<file path="src/urx_pkg.sv">
// package: register map, field positions and constants for the uart receiver
package urx_pkg;
    localparam logic [11:0] ADDR_MODE   = 12'h000;
    localparam logic [11:0] ADDR_STATUS = 12'h004;
    localparam logic [11:0] ADDR_BAUD   = 12'h008;
    localparam logic [11:0] ADDR_RXBUF  = 12'h00c;
    localparam logic [11:0] ADDR_IFLAG  = 12'h010;
    localparam logic [11:0] ADDR_IMASK  = 12'h014;
    localparam int MODE_PARITY_DATA_SELECT_LO = 1;
    localparam int MODE_HS_BIT   = 3;
    localparam int MODE_EN_BIT   = 15;
    localparam int STA_OVR_BIT   = 1;
    localparam int STA_PARITY_ERROR_FLAG_BIT  = 3;
    localparam int STA_FERR_BIT  = 2;
    localparam int STA_AVAIL_BIT = 0;
    localparam int STA_FULL_BIT  = 4;
    localparam int IFL_P1_BIT    = 11;
    localparam int IFL_P2_BIT    = 14;
    localparam logic [1:0] PARITY_DATA_SELECT_EVEN = 2'h1;
    localparam logic [1:0] PARITY_DATA_SELECT_ODD  = 2'h2;
    localparam int LS_DIV = 16;
    localparam int HS_DIV = 4;
    localparam int FIFO_DEPTH = 4;
    localparam logic [15:0] BAUD_RST = 16'h0000;
    localparam logic [15:0] MODE_RST = 16'h0000;
endpackage

</file>
<file path="src/urx_top.sv">
// uart receiver with four-byte fifo, parity check and apb registers
//
// Register access over APB and the address map were chosen for this implementation.
`timescale 1ns/1ps
// ----------------------------------------------------------------
// ----------------------------------------------------------------
module urx_top
    import urx_pkg::*;
#(
    parameter int PORT_INDEX = 1
) (
    input  wire logic        clk_sys,
    input  wire logic        sys_rst,
    input  wire logic        psel,
    input  wire logic        penable,
    input  wire logic        pwrite,
    input  wire logic [11:0] paddr,
    input  wire logic [31:0] pwdata,
    output logic      [31:0] prdata,
    output logic             pready,
    output logic             pslverr,
    input  wire logic        rx_line,
    output logic             irq
);
    import urx_pkg::*;

    typedef enum logic [2:0] {URX_IDLE, URX_START, URX_DATA, URX_PAR, URX_STOP} urx_state_e;

    // ----------------------------------------------------------------
    // registers
    // ----------------------------------------------------------------
    logic [15:0] mode_r;
    logic [15:0] baud_r;
    logic        ovr_r;
    logic        parity_error_flag_r;
    logic        ferr_r;
    logic [15:0] iflag_r;
    logic [15:0] imask_r;
    logic [7:0]  fifo_r [FIFO_DEPTH];
    logic [FIFO_DEPTH-1:0] fperr_r;
    logic [2:0]  count_r;
    logic [1:0]  rd_ptr_r;
    logic [1:0]  wr_ptr_r;
    logic        irq_r;
    logic [31:0] prdata_r;
    logic        pready_r;
    logic        pslverr_r;
    logic        pop_ok_r;

    logic        acc;
    logic        wr_acc;
    logic        rd_acc;
    logic        pop;
    logic        push;
    logic        par_on;
    logic [17:0] bit_cycles;
    localparam int IFL_BIT = (PORT_INDEX == 2) ? IFL_P2_BIT : IFL_P1_BIT;

    // single-cycle access phase; pready rises one cycle after setup
    assign acc    = psel && penable && pready_r;
    assign wr_acc = acc && pwrite;
    assign rd_acc = acc && !pwrite;
    // emptiness judged at setup, when the read data was taken, so a byte
    // landing between setup and access is never popped unseen
    assign pop    = rd_acc && (paddr == ADDR_RXBUF) && pop_ok_r;
    // codes 00 and 11 leave parity off
    assign par_on = (mode_r[MODE_PARITY_DATA_SELECT_LO+:2] == PARITY_DATA_SELECT_EVEN) ||
                    (mode_r[MODE_PARITY_DATA_SELECT_LO+:2] == PARITY_DATA_SELECT_ODD);
    // bit time = (divisor+1) * 16, or * 4 in high-speed mode
    assign bit_cycles = mode_r[MODE_HS_BIT] ?
                        18'({2'h0, baud_r} + 18'h1) << 2 :
                        18'({2'h0, baud_r} + 18'h1) << 4;

    // ----------------------------------------------------------------
    // receiver
    // ----------------------------------------------------------------
    urx_state_e  st_r;
    logic [17:0] tick_r;
    logic [2:0]  bit_r;
    logic [7:0]  shift_r;
    logic        par_acc_r;
    logic        done;
    logic        done_parity_error_flag;
    logic        done_ferr;

    always_ff @(posedge clk_sys) begin
        if (sys_rst) begin
            st_r      <= URX_IDLE;
            tick_r    <= 18'h0;
            bit_r     <= 3'h0;
            shift_r   <= 8'h0;
            par_acc_r <= 1'b0;
        end else if (!mode_r[MODE_EN_BIT]) begin
            st_r <= URX_IDLE;
        end else begin
            case (st_r)
                URX_IDLE: begin
                    if (!rx_line) begin
                        st_r   <= URX_START;
                        // half a bit to land on the start bit centre
                        tick_r <= bit_cycles >> 1;
                    end
                end
                default: begin
                    if (tick_r != 18'h0) begin
                        tick_r <= tick_r - 18'h1;
                    end else begin
                        tick_r <= bit_cycles - 18'h1;
                        case (st_r)
                            URX_START: begin
                                // glitch shorter than half a bit is ignored
                                st_r      <= rx_line ? URX_IDLE : URX_DATA;
                                bit_r     <= 3'h0;
                                par_acc_r <= 1'b0;
                            end
                            URX_DATA: begin
                                shift_r   <= {rx_line, shift_r[7:1]};
                                par_acc_r <= par_acc_r ^ rx_line;
                                bit_r     <= bit_r + 3'h1;
                                if (bit_r == 3'h7) begin
                                    st_r <= par_on ? URX_PAR : URX_STOP;
                                end
                            end
                            URX_PAR: begin
                                par_acc_r <= par_acc_r ^ rx_line;
                                st_r      <= URX_STOP;
                            end
                            default: begin
                                st_r <= URX_IDLE;
                            end
                        endcase
                    end
                end
            endcase
        end
    end

    // stop bit sampled: byte complete
    assign done = (st_r == URX_STOP) && (tick_r == 18'h0) && mode_r[MODE_EN_BIT];
    // parity from xor of data and parity bit only, independent of divisor
    assign done_parity_error_flag = par_on && (par_acc_r != (mode_r[MODE_PARITY_DATA_SELECT_LO+:2] == PARITY_DATA_SELECT_ODD));
    assign done_ferr = !rx_line;
    // a fifth byte is dropped, fifo content kept; a read in the same cycle makes room
    assign push = done && ((count_r != 3'(FIFO_DEPTH)) || pop);

    // ----------------------------------------------------------------
    // fifo
    // ----------------------------------------------------------------
    always_ff @(posedge clk_sys) begin
        if (sys_rst) begin
            rd_ptr_r <= 2'h0;
            wr_ptr_r <= 2'h0;
            count_r  <= 3'h0;
            fperr_r  <= '0;
        end else begin
            if (push) begin
                fifo_r[wr_ptr_r]  <= shift_r;
                fperr_r[wr_ptr_r] <= done_parity_error_flag;
                wr_ptr_r          <= wr_ptr_r + 2'h1;
            end
            if (pop) begin
                rd_ptr_r <= rd_ptr_r + 2'h1;
            end
            count_r <= count_r + 3'(push) - 3'(pop);
        end
    end

    // ----------------------------------------------------------------
    // status and interrupt flags, set wins over clear
    // ----------------------------------------------------------------
    logic ovr_set;
    logic full_set;
    assign ovr_set  = done && (count_r == 3'(FIFO_DEPTH)) && !pop;
    assign full_set = push && (count_r == 3'(FIFO_DEPTH - 1)) && !pop;

    always_ff @(posedge clk_sys) begin
        if (sys_rst) begin
            ovr_r   <= 1'b0;
            parity_error_flag_r  <= 1'b0;
            ferr_r  <= 1'b0;
            iflag_r <= 16'h0;
            imask_r <= 16'h0;
            irq_r   <= 1'b0;
        end else begin
            // write one to clear; hardware set takes precedence
            if (wr_acc && paddr == ADDR_STATUS) begin
                ovr_r  <= ovr_set || (ovr_r && !pwdata[STA_OVR_BIT]);
                parity_error_flag_r <= (push && done_parity_error_flag) || (parity_error_flag_r && !pwdata[STA_PARITY_ERROR_FLAG_BIT]);
                ferr_r <= (push && done_ferr) || (ferr_r && !pwdata[STA_FERR_BIT]);
            end else begin
                ovr_r  <= ovr_r || ovr_set;
                parity_error_flag_r <= parity_error_flag_r || (push && done_parity_error_flag);
                ferr_r <= ferr_r || (push && done_ferr);
            end
            if (wr_acc && paddr == ADDR_IFLAG) begin
                iflag_r[IFL_BIT] <= full_set || (iflag_r[IFL_BIT] && !pwdata[IFL_BIT]);
            end else begin
                iflag_r[IFL_BIT] <= iflag_r[IFL_BIT] || full_set;
            end
            if (wr_acc && paddr == ADDR_IMASK) begin
                imask_r <= pwdata[15:0];
            end
            irq_r <= |(iflag_r & imask_r);
        end
    end

    // ----------------------------------------------------------------
    // apb slave
    // ----------------------------------------------------------------
    always_ff @(posedge clk_sys) begin
        if (sys_rst) begin
            mode_r <= MODE_RST;
            baud_r <= BAUD_RST;
        end else if (wr_acc) begin
            if (paddr == ADDR_MODE) begin
                mode_r <= pwdata[15:0];
            end
            if (paddr == ADDR_BAUD) begin
                baud_r <= pwdata[15:0];
            end
        end
    end

    always_ff @(posedge clk_sys) begin
        if (sys_rst) begin
            pready_r  <= 1'b0;
            prdata_r  <= 32'h0;
            pslverr_r <= 1'b0;
            pop_ok_r  <= 1'b0;
        end else begin
            pready_r  <= psel && !penable;
            pop_ok_r  <= psel && !penable && !pwrite &&
                         (paddr == ADDR_RXBUF) && (count_r != 3'h0);
            pslverr_r <= 1'b0;
            prdata_r  <= 32'h0;
            if (psel && !penable) begin
                case (paddr)
                    ADDR_MODE:   prdata_r <= {16'h0, mode_r};
                    ADDR_BAUD:   prdata_r <= {16'h0, baud_r};
                    ADDR_STATUS: begin
                        prdata_r[STA_AVAIL_BIT] <= count_r != 3'h0;
                        prdata_r[STA_OVR_BIT]   <= ovr_r;
                        prdata_r[STA_FERR_BIT]  <= ferr_r;
                        prdata_r[STA_PARITY_ERROR_FLAG_BIT]  <= parity_error_flag_r;
                        prdata_r[STA_FULL_BIT]  <= count_r == 3'(FIFO_DEPTH);
                    end
                    ADDR_RXBUF: begin
                        prdata_r <= {23'h0, fperr_r[rd_ptr_r], fifo_r[rd_ptr_r]};
                    end
                    ADDR_IFLAG:  prdata_r <= {16'h0, iflag_r};
                    ADDR_IMASK:  prdata_r <= {16'h0, imask_r};
                    default:     pslverr_r <= 1'b1;
                endcase
            end
        end
    end

    assign prdata  = prdata_r;
    assign pready  = pready_r;
    assign pslverr = pslverr_r;
    assign irq     = irq_r;
endmodule

</file>
<file path="config.mk">
export PLATFORM = sky130hd
export DESIGN_NAME = urx_top
export DESIGN_NICKNAME = d
export VERILOG_FILES = /design/src/urx_pkg.sv /design/src/urx_top.sv
export SDC_FILE = /design/constraint.sdc
export NUM_CORES = 1
export LEC_CHECK = 0
export BUFFER_PORTS_ARGS = -buffer_cell sky130_fd_sc_hd__buf_2
export CAP_MARGIN = 15
export CORE_MARGIN = 10
export CORE_UTILIZATION = 50
export DETAILED_ROUTE_END_ITERATION = 8
export GPL_TIMING_DRIVEN = 0
export MAX_ROUTING_LAYER = met4
export PLACE_DENSITY = 0.73
export SYNTH_ARGS = -nofsm -noshare
export SYNTH_HDL_FRONTEND = slang
export SYNTH_SLANG_ARGS = --single-unit
export TNS_END_PERCENT = 30
</file>
<file path="constraint.sdc">
create_clock -name clk_sys -period 3.74 [get_ports clk_sys]
set_clock_uncertainty 0.15 [all_clocks]
set_input_delay 0.561 -clock clk_sys [delete_from_list [all_inputs] [get_ports clk_sys]]
set_output_delay 0.561 -clock clk_sys [all_outputs]
set_load 0.01 [all_outputs]
</file>
## After elaboration in Yosys (flattened, before gate mapping)

Memory sizes are Yosys's and may differ from the RTL's. A register that Yosys moved wholly into a read port is not among the register bits.
Cells that the tools add are included.

| storage, ports and cells | value |
|---|---|
| word-level logic and storage cells | 153 |
| input bits | 50 |
| memory bits (writable) | 32 |
| output and inout port bits | 35 |
| ROM bits | 0 |
| bits in latches | 0 |
| register bits | 132 |
| memories kept | 1 |

Memories:

| memory | words | width | rd ports | clocked after memory_dff | wr ports | line | text |
|---|---|---|---|---|---|---|---|
| fifo_r | 4 | 8 | 1 | 1 | 1 | urx_top.sv:39 | `logic [7:0] fifo_r [FIFO_DEPTH];` |

| cells by class | value |
|---|---|
| multiply operators | 0 |
| reduce and logical (&&, ||, !) cells | 65 |
| mux-type cells | 30 |
| shifts and indexed selects | 0 |
| order comparisons | 3 |
| divide/modulo/power cells | 0 |
| add/subtract/negate cells | 8 |
| bitwise operators | 6 |
| equality and inequality tests | 19 |

Operators by type and width:

| operator | count |
|---|---|
| $mux W18 | 4 |
| $pmux W11 S5 | 1 |
| $sub A18 B1 Y18 const B | 2 |
| $logic_and A1 B1 Y1 | 28 |
| $pmux W5 S5 | 1 |
| $eq A12 B4 Y1 const B | 2 |
| $eq A12 B5 Y1 const B | 2 |
| $logic_not A18 Y1 | 1 |
| $reduce_bool A18 Y1 | 1 |
| $add A16 B1 Y16 const B | 1 |
| $and A12 B16 Y16 | 1 |
| $reduce_or A16 Y1 | 1 |
| $mux W3 | 5 |
| $eq A12 B3 Y1 const B | 1 |
| $logic_not A12 Y1 | 1 |
| $reduce_and A4 Y1 | 3 |
| $logic_or A1 B1 Y1 | 10 |
| $mux W1 | 10 |
| $eq A3 B2 Y1 const B | 3 |
| $eq A3 B3 Y1 const B | 3 |
| $pmux W3 S3 | 1 |
| $logic_not A1 Y1 | 8 |
| $lt A2 B3 Y1 const B | 2 |
| $mux W2 | 3 |
| 27 further kinds | 36 |

## Logic depth before layout (Yosys ltp)

| logic depth | value |
|---|---|
| word-level depth | 11 |
| mapped depth | 16 |
| mapped depth without buffers | 13 |

## Least setup slack after synthesis

Ideal clock, no wire load.

| path | value |
|---|---|
| path type | input port to flip-flop |
| start | input port paddr[7] |
| end | register count_r[2] |
| stages on the path | 16 |
| library setup time | 0.128 ns |
| arrival time | 3.316 ns |
| data required time | 3.462 ns |
| path slack | 0.146 ns |
| path buffers | 3 |
| cells stage by stage | nor4_1 > and4b_1 > buf_2 > and3_1 > clkbuf_1 > nand2_1 > a21oi_1 > buf_2 > inv_1 > ha_1 > inv_1 > ha_1 > fa_1 > xnor2_1 > xnor2_1 > nor2_1 |

| on the way | value |
|---|---|
| cells in the longest elaborated chain, start to end | 7 |

Ends and longest elaborated chain:

| element | line | text |
|---|---|---|
| start: declaration | urx_top.sv:17 | `input wire logic [11:0] paddr,` |
| $eq A12 B4 Y1 * | urx_top.sv:65 | `assign pop = rd_acc && (paddr == ADDR_RXBUF) && pop_ok_r;` |
| $logic_and A1 B1 Y1 * (2 in series) | urx_top.sv:65 |  |
| $logic_or A1 B1 Y1 | urx_top.sv:144 | `assign push = done && ((count_r != 3'(FIFO_DEPTH)) \|\| pop);` |
| $logic_and A1 B1 Y1 | urx_top.sv:144 |  |
| $add A3 B1 Y3 | urx_top.sv:164 | `count_r <= count_r + 3'(push) - 3'(pop);` |
| $sub A3 B1 Y3 * | urx_top.sv:164 |  |
| end signal: assignment | urx_top.sv:164 |  |
| end: declaration | urx_top.sv:41 | `logic [2:0] count_r;` |

Mark *: on every way between the ends. The rest lies on a longest branch, timed or not.
A chain may end at the register's enable or synchronous reset.

## Final worst setup path

| path | value |
|---|---|
| start | register tick_r[8] |
| end | register count_r[2] |

| on the way | value |
|---|---|
| cells in the longest elaborated chain, start to end | 6 |

Ends and longest elaborated chain:

| element | line | text |
|---|---|---|
| start: declaration | urx_top.sv:78 | `logic [17:0] tick_r;` |
| start signal: assignment | urx_top.sv:101 | `tick_r <= bit_cycles >> 1;` |
| start signal: assignment | urx_top.sv:106 | `tick_r <= tick_r - 18'h1;` |
| start signal: assignment | urx_top.sv:108 | `tick_r <= bit_cycles - 18'h1;` |
| $logic_not A18 Y1 | urx_top.sv:139 | `assign done = (st_r == URX_STOP) && (tick_r == 18'h0) && mode_r[MODE_EN_BIT];` |
| $logic_and A1 B1 Y1 (2 in series) | urx_top.sv:139 |  |
| $logic_and A1 B1 Y1 | urx_top.sv:144 |  |
| $add A3 B1 Y3 | urx_top.sv:164 |  |
| $sub A3 B1 Y3 | urx_top.sv:164 |  |

No other way between the ends.

==> metrics.csv <==
metric,value,unit
status,"complete, no violations",
antenna_cells,0,
ys_ff_latch,150,
syn_area,7510,µm²
h-tree-depth,4,
whs,0.181,ns
fillers,1276,
clock_sinks,150,
leakagePower,3.12,nW
start_kind,register,
gp_congestion,0.979,
hold_end,pop_ok_r,
p_sw,826,µW
end_kind,register,
layout-drive-gt1-share,15.8,%
wire_per_inst,17.6,µm
total_power,3.47,mW
r2r_start,tick_r[8],
max_slew_margin,36.2,%
reg2reg_slack,0.19,ns
syn_inst,857,
period_share,94.9,%
synth_ff_type,dfxtp_1,
path_class,register to register,
die-area,20300,µm²
combPwrFrac,2.8,%
initial_core_util,51.3,%
overflow,0,
clk_latency,0.43,ns
path_max_fanout,10,
rr_worst_depth,15,
cts_buffers,17,
tightestPinTransition,0.950,ns
setup_viol,0,
pwr-share-seq,47.4,%
core_area,14600,µm²
route.detailed.drc,0,
die_h,143,µm
hold_depth,2,
worst-endpoint-required,3.90,ns
maxCapViolCount,0,
cts_hold_buf,0,
p_int,2.64,mW
root_buffer,clkbuf_16,
grt_pass1_wl,32.3,mm
fin_crit,3.55,ns
syn_avg_cell_area,8.76,µm²
vdd_drop_max,0.469,mV
clk_path_buf_depth,2,
path_clk_slew,0.06,ns
finalHoldViolCount,0,
fin_area,8680,µm²
min_path_type,input port to register,
grt_antenna_before_repair,0,
die_w,143,µm
wl,20.1,mm
rr_endpoint,count_r[2],
yosysWarnings,0,
synthArstFlopShare,0,%
pwr_density_cell,400,nW/µm²
grt_max_degree,17,
synth_cell_types,85,
netSwitchingFraction,23.8,%
min_from,pwrite,
layout.nets,1005,
grt_pass1_vias,6206,
io_pins,85,
area_growth,15.7,%
grt_usage,20.6,%
placed_area,8050,µm²
tns,0,ns
dp_hpwl,14.4,mm
drt_iter0_markers,727,
dr_total_vias,6632,
worst_ep_arrival_time,3.71,ns
cts_tree,yes,
yosysSeqAreaShare,44.3,%
clock_power_share,49.8,%
synth_edf_count,32,
ant_nets,0,
placementRows,44,
numPortBuffers,51,
max_freq,282,MHz
first_pass_iters,8,
vias_per_cell,5.81,
finalMaxSlewViolations,0,
routing by layer:
layer  routed length, µm  up-vias  GRT usage [%]
met5                   0        -              -
met4                 435        0           7.98
met3                1380       36           4.34
met2                9540      248           32.3
met1                8700     3127           25.6
li1                    -     3221              -
power by group through the flow:
stage / combinational (mW) / clock, mW / sequential (mW)
CTS: 0.0942 / 1.74 / 1.65
finish: 0.0970 / 1.73 / 1.65
detailed placement: 0.0936 / 0 / 1.68
global route: 0.105 / 1.82 / 1.64
floorplan: 0.0486 / 0 / 1.68
global placement: 0.0934 / 0 / 1.68
sequential cells by signal (all words and copies together), names as in the netlist, 2 cells and up, named ones only:
| register | count |
|---|---|
| rd_ptr_r | 2 |
| bit_r | 3 |
| prdata | 16 |
| count_r | 3 |
| shift_r | 8 |
| st_r | 3 |
| imask_r | 16 |
| mode_r | 16 |
| wr_ptr_r | 2 |
| fifo_r | 32 |
| tick_r | 18 |
| fperr_r | 4 |
| baud_r | 16 |
worst max path at each step:
| stage | start | to | slack [ns] | cells past startpoint |
|---|---|---|---|---|
| floorplan | paddr[7] | count_r[2] | 0.15 | 16 |
| global placement | paddr[7] | count_r[2] | -0.39 | 17 |
| detailed placement | paddr[7] | count_r[2] | -0.41 | 17 |
| CTS | tick_r[8] | count_r[2] | 0.001 | 15 |
| global route | tick_r[8] | count_r[2] | -0.06 | 15 |
| finish | tick_r[8] | count_r[2] | 0.19 | 15 |
synthesized netlist by cell type, types with 3 or more instances:
master	instances	area (µm²)
a21oi_1	97	485
buf_6	4	45.0
nand2_1	166	623
xor2_1	5	43.8
edfxtp_1	32	961
dfxtp_1	118	2360
clkbuf_1	43	161
a31oi_1	4	25.0
and2_1	5	31.3
a222oi_1	13	130
xnor2_1	14	123
nor2_1	69	259
nor3_1	14	70.1
nand2b_1	5	31.3
a211oi_1	7	52.6
and3_1	9	56.3
o22ai_1	7	43.8
a21o_1	3	22.5
a311oi_1	5	43.8
o211a_1	5	50.1
nand3_1	14	70.1
buf_2	10	50.1
o21ai_0	26	130
a22oi_1	14	105
nand4_1	7	43.8
or3_1	3	18.8
buf_4	16	120
nor4_1	6	37.5
o211ai_1	4	30.0
nor3b_1	5	37.5
inv_1	22	82.6
nor2b_1	5	31.3
mux4_2	9	203
o21bai_1	3	22.5
mux2i_1	15	150
ha_1	10	125
stage by stage:
stage / utilization, % / instances / setup WS [ns]
floorplan: - / 872 / 0.146
finish: 59.3 / 1141 / 0.190
global placement: 55.0 / 1107 / -0.387
CTS: 59.1 / 1139 / 0.00146
detailed placement: 55.0 / 1107 / -0.407
global route: 59.3 / 1141 / -0.0640
cells in the final DEF (no fill, tap or decap), types with 9 or more instances in the layout:
cell       instances
nand2_1          166
mux4_2             9
and3_1             9
clkbuf_1          42
nor3_1            14
conb_1            16
mux2i_1           15
a21oi_1           96
clkbuf_16         17
buf_4             19
nand3_1           14
dfxtp_1          118
edfxtp_1          32
ha_1              10
xnor2_1           14
inv_1             22
buf_2             60
o21ai_0           26
nor2_1            68
a22oi_1           14
a222oi_1          13
cell families after synthesis:
kind of cell               share of synthesized area, %
and+or+nand+nor                                    20.8
AOI/OAI and AO/OA                                  19.1
DFF                                                44.3
buffers and inverters                              6.60
muxes                                              5.00
xor gates and xnor gates                           2.22
adders and majority gates                          1.93
other                                            0.0500
area by class of cell:
type | count | area (µm²) | area share [%]
repair buffers | 54 | 278 | 3.20
plain buffers | 75 | 408 | 4.70
multi-input cells | 623 | 3770 | 43.4
well taps | 184 | 230 | 2.65
clock inverters | 14 | 153 | 1.76
inverters | 23 | 86.3 | 0.994
flip-flops and latches | 150 | 3320 | 38.3
clock buffers | 18 | 439 | 5.06
worst max-delay path, stage by stage (launching register included):
cell	delay [ns]
dfxtp_1	0.29
clkbuf_1	0.21
nor4_2	0.29
nand4_1	0.26
nor2_4	0.25
nand4_1	0.20
a21oi_2	0.23
clkbuf_4	0.23
inv_1	0.07
ha_1	0.27
inv_1	0.04
ha_1	0.18
fa_1	0.38
xnor2_1	0.18
xnor2_1	0.14
nor2_1	0.05
timing repair:
| action | in CTS | in global routing |
|---|---|---|
| gates cloned | 0 | 0 |
| buffers inserted | 0 | 3 |
| endpoints found under the setup margin | 2 | 2 |
| pin swaps | 0 | 1 |
| gates resized for setup | 3 | 3 |
No activity file was read; power rests on OpenSTA's default activity.
